===== config.mk =====
export PLATFORM = sky130hd
export DESIGN_NAME = fbs_feedback_select
export DESIGN_NICKNAME = d
export VERILOG_FILES = /design/src/fbs_pkg.sv /design/src/fbs_select_if.sv /design/src/fbs_feedback_select.sv /design/src/fbs_ff_divider.sv /design/src/fbs_source_search.sv
export SDC_FILE = /design/constraint.sdc
export NUM_CORES = 2
export LEC_CHECK = 0
export CORE_ASPECT_RATIO = 2
export CORE_MARGIN = 4
export CORE_UTILIZATION = 53
export DETAILED_ROUTE_END_ITERATION = 10
export DONT_BUFFER_PORTS = 1
export PLACE_DENSITY = 0.71
export SLEW_MARGIN = 20
export SYNTH_ARGS = -nofsm -noshare
export SYNTH_HDL_FRONTEND = slang
export SYNTH_SLANG_ARGS = --single-unit
export TNS_END_PERCENT = 5

===== constraint.sdc =====
create_clock -name clock -period 7.7 [get_ports clock]
set_clock_uncertainty 0.15 [all_clocks]
set_input_delay 0.77 -clock clock [delete_from_list [all_inputs] [get_ports clock]]
set_output_delay 0.77 -clock clock [all_outputs]
set_load 0.01 [all_outputs]

===== src/fbs_pkg.sv =====
package fbs_pkg;
   // object dictionary indices
   localparam logic [15:0] SELECT_INDEX  = 16'h3203;
   localparam logic [15:0] MAP_INDEX     = 16'h3204;
   localparam logic [15:0] INERTIA_INDEX = 16'h320D;
   // subindices
   localparam logic [7:0]  SUB_COUNT     = 8'h00;
   localparam logic [7:0]  SUB_FIRST     = 8'h01;
   localparam logic [7:0]  SUB_SECOND    = 8'h02;
   // values after reset
   localparam logic [7:0]  SEL_FIRST_RST  = 8'h00;
   localparam logic [7:0]  SEL_SECOND_RST = 8'h07;
   localparam logic [15:0] MAP_FIRST_RST  = 16'h3380;
   localparam logic [15:0] MAP_SECOND_RST = 16'h33A0;
   localparam logic [7:0]  INERTIA_COUNT  = 8'h02;
   localparam logic [31:0] INERTIA_RST    = 32'h00000000;
   // mask bit positions
   localparam int          POS_BIT       = 0;
   localparam int          VEL_BIT       = 1;
   localparam int          COM_BIT       = 2;
   // loop closure bit of the drive submode setting
   localparam int          LOOP_BIT      = 0;
   // sensorless feedback number and first searched sensor
   localparam logic [7:0]  SENSORLESS    = 8'h01;
   localparam int          SEARCH_FIRST  = 2;
   // divider steps for the feed-forward quotient
   localparam logic [6:0]  DIV_STEPS     = 7'h40;
endpackage : fbs_pkg


===== src/fbs_select_if.sv =====
`timescale 1ns/1ps
interface fbs_select_if #(parameter int NUM_SENSORS = 2);
   logic [NUM_SENSORS-1:0][7:0] masks;       // active selection masks
   logic                        closedLoop;  // loop closure in force
   logic [7:0]                  posSource;   // chosen position sensor
   logic [7:0]                  velSource;   // chosen velocity sensor
   logic [7:0]                  comSource;   // chosen commutation sensor
   modport owner  (output masks, output closedLoop,
                   input posSource, input velSource, input comSource);
   modport search (input masks, input closedLoop,
                   output posSource, output velSource, output comSource);
endinterface : fbs_select_if


===== src/fbs_feedback_select.sv =====
`timescale 1ns/1ps
// How it works
// - selection mask writes during operation enabled wait for re-entry
// - selection count reports existing sensor number
// - mask bit 0 marks position candidate
// - mask bit 1 marks velocity candidate
// - mask bit 2 marks closed-loop commutation candidate
// - entry one is always the sensorless feedback
// - search descends from last sensor to sensor two
// - lowest matching sensor wins, it is written last
// - open loop ignores commutation bit
// - open loop still picks position, velocity
// - mapping entries return configuration indices, read-only
// - zero inertia factor disables feed-forward, reset zero
// - feed-forward acts while decelerating too
// - submode bit 0 selects open or closed
module fbs_feedback_select #(
   // number of existing feedback sensors, sensorless included
   parameter int          NUM_SENSORS = 2,
   // configuration object index of sensors one and two
   parameter logic [15:0] MAP_FIRST   = fbs_pkg::MAP_FIRST_RST,
   parameter logic [15:0] MAP_SECOND  = fbs_pkg::MAP_SECOND_RST
) (
   // clock and reset
   input  wire logic               clock,
   input  wire logic               reset_n,
   // object dictionary access
   input  wire logic               odRequest,
   input  wire logic               odWrite,
   input  wire logic [15:0]        odIndex,
   input  wire logic [7:0]         odSubIndex,
   input  wire logic [31:0]        odWriteData,
   output logic                    odAck,
   output logic                    odAbort,
   output logic [31:0]             odReadData,
   // drive state
   input  wire logic               operationEnabled,
   input  wire logic [31:0]        driveSubmodeSetting,
   input  wire logic signed [31:0] accelDemand,
   // controller sources
   output logic [7:0]              positionSource,
   output logic [7:0]              velocitySource,
   output logic [7:0]              commutationSource,
   output logic                    closedLoopActive,
   // acceleration feed-forward
   output logic                    feedForwardEnabled,
   output logic signed [31:0]      accelFeedForward
);
   typedef struct packed {
      logic [NUM_SENSORS-1:0][7:0] shadowMask;  // last written masks
      logic [NUM_SENSORS-1:0][7:0] activeMask;  // masks in force
      logic                        loopClosed;  // loop closure in force
      logic                        opEnPrev;    // operation enabled delayed
      logic                        heldWrite;   // mask written inside operation enabled
      // inertia factor entries
      logic [31:0]                 inCurrent;   // inertia current in mA
      logic [31:0]                 inAccel;     // inertia acceleration
      // object dictionary answer
      logic                        ack;         // answer strobe
      logic                        abort;       // refused access
      logic [31:0]                 rdata;       // read answer
      // controller sources
      logic [7:0]                  posSrc;      // registered sources
      logic [7:0]                  velSrc;
      logic [7:0]                  comSrc;
      // feed-forward divide
      logic                        divStart;    // divider request
      logic                        divPending;  // divider running
      logic                        divNeg;      // demand sign at start
      logic                        ffOn;        // feed-forward enabled
      logic signed [31:0]          ffOut;       // feed-forward value
   } fbs_top_state_type;

   fbs_top_state_type state;        // registered state
   fbs_top_state_type next_state;   // next value

   // feed-forward helpers
   logic [31:0] demandMag;          // magnitude of demand
   logic [63:0] dividend;           // magnitude times current
   logic        divDone;            // divider finished
   logic [31:0] divQuot;            // divider quotient
   // selection and feed-forward enables
   logic        enterOp;            // first cycle of operation enabled
   logic        applyNow;           // shadow copies into force
   logic        factorOn;           // both inertia entries nonzero

   // search for the sources
   fbs_select_if #(.NUM_SENSORS(NUM_SENSORS)) sel ();

   fbs_source_search #(.NUM_SENSORS(NUM_SENSORS)) u_search (
      .sel (sel)
   );

   // the search sees only the masks in force
   assign sel.masks      = state.activeMask;
   assign sel.closedLoop = state.loopClosed;

   // feed-forward quotient current * demand / acceleration
   assign demandMag = accelDemand[31] ? 32'(-accelDemand) : 32'(accelDemand);
   assign dividend  = demandMag * state.inCurrent;

   fbs_ff_divider u_div (
      .clock    (clock),
      .reset_n  (reset_n),
      .start    (state.divStart),
      .dividend (dividend),
      .divisor  (state.inAccel),
      .done     (divDone),
      .quotient (divQuot)
   );

   // first cycle of operation enabled reads the buffer out
   assign enterOp  = operationEnabled && !state.opEnPrev;
   // outside operation enabled masks follow writes, unless one is held for entry
   assign applyNow = enterOp || (!operationEnabled && !state.heldWrite);
   // a zero entry means no feed-forward and no divide by zero
   assign factorOn = (state.inCurrent != 32'h00000000) && (state.inAccel != 32'h00000000);

   // next-state logic
   always_comb begin
      logic [31:0] rd;
      logic        ab;
      logic [31:0] q;
      rd = '0;
      ab = 1'b0;
      q  = '0;
      next_state = state;
      next_state.ack      = 1'b0;
      next_state.abort    = 1'b0;
      next_state.divStart = 1'b0;
      next_state.opEnPrev = operationEnabled;

      // entry reads the buffer out, so nothing is held any more
      if (enterOp) begin
         next_state.heldWrite = 1'b0;
      end

      // object dictionary access, answered the next cycle
      if (odRequest) begin
         // decode the object index
         unique case (odIndex)
            // feedback selection object
            fbs_pkg::SELECT_INDEX: begin
               if (odSubIndex == fbs_pkg::SUB_COUNT) begin
                  // count is read-only
                  rd = {24'h000000, 8'(NUM_SENSORS)};
                  ab = odWrite;
               end else if (odSubIndex != 8'h00 && int'(odSubIndex) <= NUM_SENSORS) begin
                  // selection masks, first one is sensorless
                  rd = {24'h000000, state.shadowMask[odSubIndex-8'h01]};
                  if (odWrite) begin
                     next_state.shadowMask[odSubIndex-8'h01] = odWriteData[7:0];
                     // a write inside operation enabled waits for the next entry
                     if (operationEnabled) begin
                        next_state.heldWrite = 1'b1;
                     end
                  end
               end else begin
                  // subindex beyond the sensors
                  ab = 1'b1;
               end
            end

            // feedback mapping object
            fbs_pkg::MAP_INDEX: begin
               // whole mapping object is read-only
               ab = odWrite;
               // count first, then one index for each of sensors one and two
               if (odSubIndex == fbs_pkg::SUB_COUNT) begin
                  rd = {24'h000000, 8'(NUM_SENSORS)};
               end else if (odSubIndex == fbs_pkg::SUB_FIRST) begin
                  rd = {16'h0000, MAP_FIRST};
               end else if (odSubIndex == fbs_pkg::SUB_SECOND && NUM_SENSORS >= 2) begin
                  rd = {16'h0000, MAP_SECOND};
               end else begin
                  ab = 1'b1;
               end
            end

            // inertia factor object, both entries set by the master
            fbs_pkg::INERTIA_INDEX: begin
               if (odSubIndex == fbs_pkg::SUB_COUNT) begin
                  // count is read-only
                  rd = {24'h000000, fbs_pkg::INERTIA_COUNT};
                  ab = odWrite;
               end else if (odSubIndex == fbs_pkg::SUB_FIRST) begin
                  // current entry in mA
                  rd = state.inCurrent;
                  if (odWrite) begin
                     next_state.inCurrent = odWriteData;
                  end
               end else if (odSubIndex == fbs_pkg::SUB_SECOND) begin
                  // acceleration entry in user units
                  rd = state.inAccel;
                  if (odWrite) begin
                     next_state.inAccel = odWriteData;
                  end
               end else begin
                  ab = 1'b1;
               end
            end

            default: begin
               // index not held by this block
               ab = 1'b1;
            end
         endcase
         // every request is answered, refused or not
         next_state.ack   = 1'b1;
         next_state.abort = ab;
         // writes and refusals answer with zero data
         next_state.rdata = (ab || odWrite) ? 32'h00000000 : rd;
      end

      // bring written values into force
      if (applyNow) begin
         next_state.activeMask = state.shadowMask;
      end
      // loop closure cannot toggle inside operation enabled
      if (!operationEnabled || enterOp) begin
         next_state.loopClosed = driveSubmodeSetting[fbs_pkg::LOOP_BIT];
      end

      // register the search outcome
      next_state.posSrc = sel.posSource;
      next_state.velSrc = sel.velSource;
      next_state.comSrc = sel.comSource;

      // feed-forward: restart the divider after every result
      next_state.ffOn = factorOn;
      // sign taken on the edge at which the divider takes its dividend
      if (state.divStart) begin
         next_state.divNeg = accelDemand[31];
      end
      if (!factorOn) begin
         // a zero entry clears the output at once
         next_state.ffOut = '0;
         // a running divide is let finish before the next start
         next_state.divPending = state.divPending && !divDone;
      end else if (!state.divPending) begin
         // ask for a new quotient
         next_state.divStart   = 1'b1;
         next_state.divPending = 1'b1;
      end else if (divDone) begin
         // result in, clamp to the largest positive value
         next_state.divPending = 1'b0;
         q = divQuot[31] ? 32'h7FFFFFFF : divQuot;
         // braking demand gives a negative feed-forward
         next_state.ffOut = state.divNeg ? -$signed(q) : $signed(q);
      end
   end

   // state register
   always_ff @(posedge clock or negedge reset_n) begin
      if (!reset_n) begin
         // everything else starts at zero
         state <= '0;
         // sensor one is only a fallback, the others start fully selected
         for (int i = 0; i < NUM_SENSORS; i++) begin
            state.shadowMask[i] <= (i == 0) ? fbs_pkg::SEL_FIRST_RST : fbs_pkg::SEL_SECOND_RST;
            state.activeMask[i] <= (i == 0) ? fbs_pkg::SEL_FIRST_RST : fbs_pkg::SEL_SECOND_RST;
         end
         // feed-forward starts disabled
         state.inCurrent <= fbs_pkg::INERTIA_RST;
         state.inAccel   <= fbs_pkg::INERTIA_RST;
         // sources start on the sensorless feedback
         state.posSrc    <= fbs_pkg::SENSORLESS;
         state.velSrc    <= fbs_pkg::SENSORLESS;
         state.comSrc    <= fbs_pkg::SENSORLESS;
      end else begin
         state <= next_state;
      end
   end

   // outputs straight from the state register
   assign odAck              = state.ack;
   assign odAbort            = state.abort;
   assign odReadData         = state.rdata;
   // chosen sources and loop closure
   assign positionSource     = state.posSrc;
   assign velocitySource     = state.velSrc;
   assign commutationSource  = state.comSrc;
   assign closedLoopActive   = state.loopClosed;
   // feed-forward
   assign feedForwardEnabled = state.ffOn;
   assign accelFeedForward   = state.ffOut;
endmodule : fbs_feedback_select


===== src/fbs_ff_divider.sv =====
`timescale 1ns/1ps
module fbs_ff_divider (
   // clock and reset
   input  wire logic        clock,
   input  wire logic        reset_n,
   // request
   input  wire logic        start,
   input  wire logic [63:0] dividend,
   input  wire logic [31:0] divisor,
   // answer
   output logic             done,
   output logic [31:0]      quotient
);
   typedef struct packed {
      logic [32:0] rem;   // partial remainder
      logic [63:0] quo;   // shifting dividend and quotient
      logic [31:0] dsr;   // held divisor
      logic [6:0]  cnt;   // steps left
      logic        done;  // one-cycle completion
   } fbs_div_state_type;

   fbs_div_state_type state;
   fbs_div_state_type next_state;

   // one restoring step per cycle
   always_comb begin
      logic [32:0] trial;
      trial      = '0;
      next_state = state;
      next_state.done = 1'b0;
      if (start && state.cnt == 7'h00) begin
         next_state.rem = '0;
         next_state.quo = dividend;
         next_state.dsr = divisor;
         next_state.cnt = fbs_pkg::DIV_STEPS;
      end else if (state.cnt != 7'h00) begin
         trial = {state.rem[31:0], state.quo[63]};
         next_state.quo = {state.quo[62:0], 1'b0};
         if (trial >= {1'b0, state.dsr}) begin
            trial = trial - {1'b0, state.dsr};
            next_state.quo[0] = 1'b1;
         end
         next_state.rem = trial;
         next_state.cnt = state.cnt - 7'h01;
         next_state.done = (state.cnt == 7'h01);
      end
   end

   // state register
   always_ff @(posedge clock or negedge reset_n) begin
      if (!reset_n) begin
         state <= '0;
      end else begin
         state <= next_state;
      end
   end

   // saturate a quotient that does not fit 32 bits
   assign done     = state.done;
   assign quotient = (state.quo[63:32] != 32'h00000000) ? 32'hFFFFFFFF : state.quo[31:0];
endmodule : fbs_ff_divider


===== src/fbs_source_search.sv =====
`timescale 1ns/1ps
module fbs_source_search #(parameter int NUM_SENSORS = 2) (
   // masks in, sources out
   fbs_select_if.search sel
);
   // descending walk so the lowest matching sensor is the last written
   always_comb begin
      sel.posSource = fbs_pkg::SENSORLESS;
      sel.velSource = fbs_pkg::SENSORLESS;
      sel.comSource = fbs_pkg::SENSORLESS;
      for (int i = NUM_SENSORS; i >= fbs_pkg::SEARCH_FIRST; i--) begin
         if (sel.masks[i-1][fbs_pkg::POS_BIT]) begin
            sel.posSource = 8'(i);
         end
         if (sel.masks[i-1][fbs_pkg::VEL_BIT]) begin
            sel.velSource = 8'(i);
         end
         // commutation bit has no meaning in open loop
         if (sel.closedLoop && sel.masks[i-1][fbs_pkg::COM_BIT]) begin
            sel.comSource = 8'(i);
         end
      end
   end
endmodule : fbs_source_search

# == After elaboration in Yosys (flattened, before gate mapping) ==
# Cells that the tools add are included.
# word_totals
reg_bits,316
in_bits,125
output_inout_bits,92
word_cells,132
# classes
n_addsub,5
mul,1
magnitude_cmp,4
eq_ne,8
muxes,61
n_bitwise,2
reduce_logical,27
# ops
op,count
$mux 32,16
$mux 96,2
$mux 64,2
$mux 99,1
$pmux 32 s3,1
$reduce_bool 32->1,3
$mul 32x32->64,1
$eq 16x14->1 const B,3
$mux 8,6
$mux 14,3
$ge 33x32->1,1
$neg 31->32,1
$neg 32->32,1
$sub 32x32->32,1
$mux 31,1
$mux 1,22
$bwmux 16,1
$reduce_and 5->1,2
$demux 8 s1,1
$eq 8x1->1 const B,1
$eq 8x2->1 const B,1
$ge 8x1->1 const B,1
$le 8x2->1 const B,1
$logic_and 1x1->1,8
19 further kinds,27

# == Logic depth before layout (Yosys ltp) ==
# depth
depth_word,9
ltp_mapped,40
depth_no_buf,37

# == By module ==
# Synthesis repeated with hierarchy kept, for this count alone.
# hier_totals
hier_cells,5536
hier_area_um2,51674.6
# modules_own_cells
mod,n_inst,cells_per_inst,area_per_inst_um2,seq_area_each_um2
fbs_feedback_select,1,4605,43106.3,4840.9
fbs_ff_divider,1,906,8396.8,3403.3
fbs_source_search,1,25,171.4,0.0

# == Worst setup path before layout ==
# No wires, ideal clock.
# synth_timing
path_type,input to register
startpoint,input accelDemand[6]
endpoint,register u_div.state[97] (netlist bit)
setup_time_ps,119
arrival_ps,10082
required_time_ps,7431
path_slack_ps,-2651
stages,33
path_buffers,2
cell_sequence,or4_4 > or4_1 > or4_4 > or3_1 > nand2b_1 > or4_4 > o21ai_2 > xnor2_1 > clkbuf_1 > and2_1 > fa_1 > inv_1 > fa_1 > fa_1 > fa_1 > inv_1 > fa_1 > fa_1 > fa_1 > fa_1 > ha_1 > clkbuf_1 > and3_1 > nand2_1 > nor2_1 > nand2b_1 > o21ai_0 > a21oi_1 > a211oi_1 > o2111ai_1 > a21o_1 > a311o_1 > o21a_1
# synth_via
elab_chain_cells,4
# synth_lines
element,line_no,rtl
from (decl),fbs_feedback_select.sv:39,"input wire logic signed [31:0] accelDemand,"
$neg 32->32,fbs_feedback_select.sv:99,assign demandMag = accelDemand[31] ? 32'(-accelDemand) : 32'(accelDemand);
$mux 32 (*),fbs_feedback_select.sv:99,
$mul 32x32->64 (*),fbs_feedback_select.sv:100,assign dividend = demandMag * state.inCurrent;
$mux 96 (*),fbs_ff_divider.sv:31,if (start && state.cnt == 7'h00) begin
to (signal assigned),fbs_ff_divider.sv:54,state <= next_state;
to (decl),fbs_ff_divider.sv:22,fbs_div_state_type state;
# Mark *: on every way between the ends. The rest lies on a longest branch, timed or not.
# A chain may end at the register's enable or synchronous reset.

# == Final worst setup path ==
# Ends and elaborated chain as after synthesis.

==> results.yml <==
die:
  core_um2: 92900
  initial_utilization_pct: 53.6
  rows: 158
  fp.dieW_um: 225
  dieArea_um2: 99200
  ios: 217
  die_h_um: 441
power:
  finalPower_mw: 3.48
  power_density_nw_per_um2: 62.0
  peakVddDrop_v: 0.000212
  p_leak_nw: 28.2
critical_path:
  cp_num_buf_inv: 4
  cp-startpoint: "accelDemand[6]"
  rrSetupSlack_ps: -410
  r2r_cells: 28
  critPathKind: "input port to register"
  slowest_delay_ps: 580
  arrival_ps: 10390
  crit_path_frequent_cell: "fa_1"
  slowest_stage: "fa_2"
  cp_max_fo: 7
  cp.required_ps: 8060
  r2r_start: "state[135]$_DFFE_PN0P_"
  startpoint_type: "input port"
  timing.rr.end: "u_div.state[97]$_DFFE_PN0P_"
  cp.depth: 33
  worst_setup_path_end_kind: "register"
  crit_family: "adder cells"
yosys:
  yosysMostFrequentCell: "inv_1"
  ys.flop_type: "dfrtp_1"
  yosysTopAreaCellShare_pct: 36.1
  synth_compound_area_share_pct: 8.39
  synth_commonest_cells: "inv_1 (934), fa_1 (897), nand2_1 (653), and2_1 (594), clkbuf_1 (311)"
  async_flop_share_pct: 100
  synth_seq_area_share_pct: 15.0
  ys_types: 80
  synthAdderAreaFrac_pct: 43.7
  synth_top_cell_by_area: "fa_1"
  synth-edff-count: 0
  ys_ff_latch: 298
  synth_top_family_by_area: "adder cells"
  syn_area_um2: 49800
  synthMuxAreaShare_pct: 3.27
  synth_xor_area_share_pct: 2.23
  synthTopCellsByArea: "fa_1 (36%), dfrtp_1 (15%), ha_1 (7.6%)"
  ys_warn_count: 0
  yosys.area_share.simple_pct: 16.6
  synthCells: 5419
  postSynthAreaPerCell_um2: 9.19
sta:
  max_freq_ghz: 0.0997
  period_share_pct: 130
  finalSetupViolCount: 49
  setup_ws_ps: -2330
  rsz0062_at_grt: "true"
  period_minus_slack_ps: 10030
  tns_ps: -85700
  tightest_slew_ps: 1110
  slew_violations: 0
  relSlewSlack_pct: 26.0
  holdWs_ps: -290
  hold_viol: 298
cts:
  cts_buffers: 29
  cts_tree: "built"
  htree_levels: 1
  cts.clk_slew.worst_paths_ps: 80
  cts_root_buffer: "clkbuf_16"
  cts_buffer_depth: 3
  insertion_delay_ps: 620
  clock-sinks: 298
drt:
  vias: 39453
  antenna_left: 0
  drt_iter0_drc: 2417
  routed_via_density: 5.82
  drt_wl_total_mm: 161
  drc_errors: 0
  wl_per_cell_um: 23.7
  drt-pass1-iter-count: 7
layout:
  drive_gt1_share_pct: 15.1
  fin_area_um2: 56100
  nNetsFinal: 6874
  layout.area.seq_um2: 7470
  fill_cells: 7895
  multiInputGateArea_um2: 38100
  synthToLayoutAreaGrowth_pct: 12.6
  fin_cells: 6779
placed_design:
  portBuffers: 0
  dp_hpwl_mm: 133
  dp.cells: 6709
  place_congestion: 1.02
  post_dp_cell_area_um2: 54100
outcome:
  violations: "negative hold slack, negative setup slack"
  outcome: "finished, violations left"
grt:
  grt_pass1_vias: 43630
  grt_usage_pct: 32.5
  grt_pass1_wl_mm: 244
  met1_usage_pct: 28.7
  met3_usage_pct: 5.63
  grt_antenna_before_repair: 5
  grt.busiest_layer: "met2"
  use_met2_pct: 58.9
  gr-total-overflow: 0
  grt_max_degree: 299
worst_hold_path:
  hp-class: "input port to async pin"
flow_run:
  maxCapViolCount: 0
state kept, by name (all words and copies together) (netlist names):
name / cells
state: 85
feedForwardEnabled: 1
positionSource: 2
odAbort: 1
u_div.state: 135
commutationSource: 2
closedLoopActive: 1
u_div.done: 1
odReadData: 32
accelFeedForward: 32
sel.masks: 3
velocitySource: 2
odAck: 1
where the power goes:
| group | leakage [nW] | switching, mW | internal (mW) |
|---|---|---|---|
| clock | 0.472 | 0.682 | 0.819 |
| combinational | 23.9 | 0.248 | 0.159 |
| sequential | 3.81 | 0.00143 | 1.57 |
per-layer routing:
layer / vias to the layer above / share of wire [%]
li1: 16971 / -
met1: 20107 / 28
met2: 1562 / 53
met3: 813 / 5.3
met4: 0 / 14
met5: - / 0
final cells by class:
cell class	instances	area share, %
Multi-Input combinational cell	3789	68.0
Sequential cell	298	13.3
Timing Repair Buffer	498	7.91
Inverter	934	6.27
Tap cell	1200	2.68
Clock buffer	36	1.36
Clock inverter	17	0.382
Antenna cell	7	0.0312
worst max-delay path by stage:
stage | slack, ps | end
after global placement | -2990 | u_div.state[97]$_DFFE_PN0P_
after detailed placement | -3120 | u_div.state[97]$_DFFE_PN0P_
after floorplan | -2430 | u_div.state[100]$_DFFE_PN0P_
final | -2330 | u_div.state[97]$_DFFE_PN0P_
after global routing | -2560 | u_div.state[102]$_DFFE_PN0P_
after CTS | -2230 | u_div.state[95]$_DFFE_PN0P_
cells by family (layout without fill, tap and decap cells):
family,Yosys count,count (layout)
flops,298,298
buf+inv,1350,1485
compound gates,679,679
other cells,1,25
simple gates,1614,1614
mux,151,151
xor+xnor,127,128
fa+ha+maj,1199,1199
cells in the final DEF (no fill, tap or decap), types with 56 or more instances in the layout:
cell type  synthesis  final
inv_1            934    928
and2_1           594    589
a21o_1            64     64
mux2_2            93     93
ha_1             302    284
a21oi_1          185    158
nand2_1          653    648
xnor2_1           91     56
nor2_1            98     91
dfrtp_1          289    288
o21ai_0          207    169
buf_4             88    435
mux2i_1           58     58
fa_1             897    873
worst reg2reg max path: cells and delay by family (launching register included):
kind                       cells  cell delay (ps)
adders and majority gates      9             4240
buffers and inverters          7              750
AOI/OAI and AO/OA             10             1960
and+or+nand+nor                2              200
DFF                            1              730
per-stage QoR:
stage          setup slack [ps]  utilization, %
2_1_floorplan             -2430               -
6_report                  -2330            60.3
3_3_place_gp              -2990            58.3
4_1_cts                   -2230            59.8
3_5_place_dp              -3120            58.3
5_1_grt                   -2560            60.3
timing repair:
action                                  4_1_cts  5_1_grt
resized for setup                            91       96
setup buffers                                 2        6
hold endpoints to repair                    298      298
pin swaps                                    11       33
gates cloned                                  0        2
endpoints found under the setup margin       50       50
No activity file was read; power rests on OpenSTA's default activity.
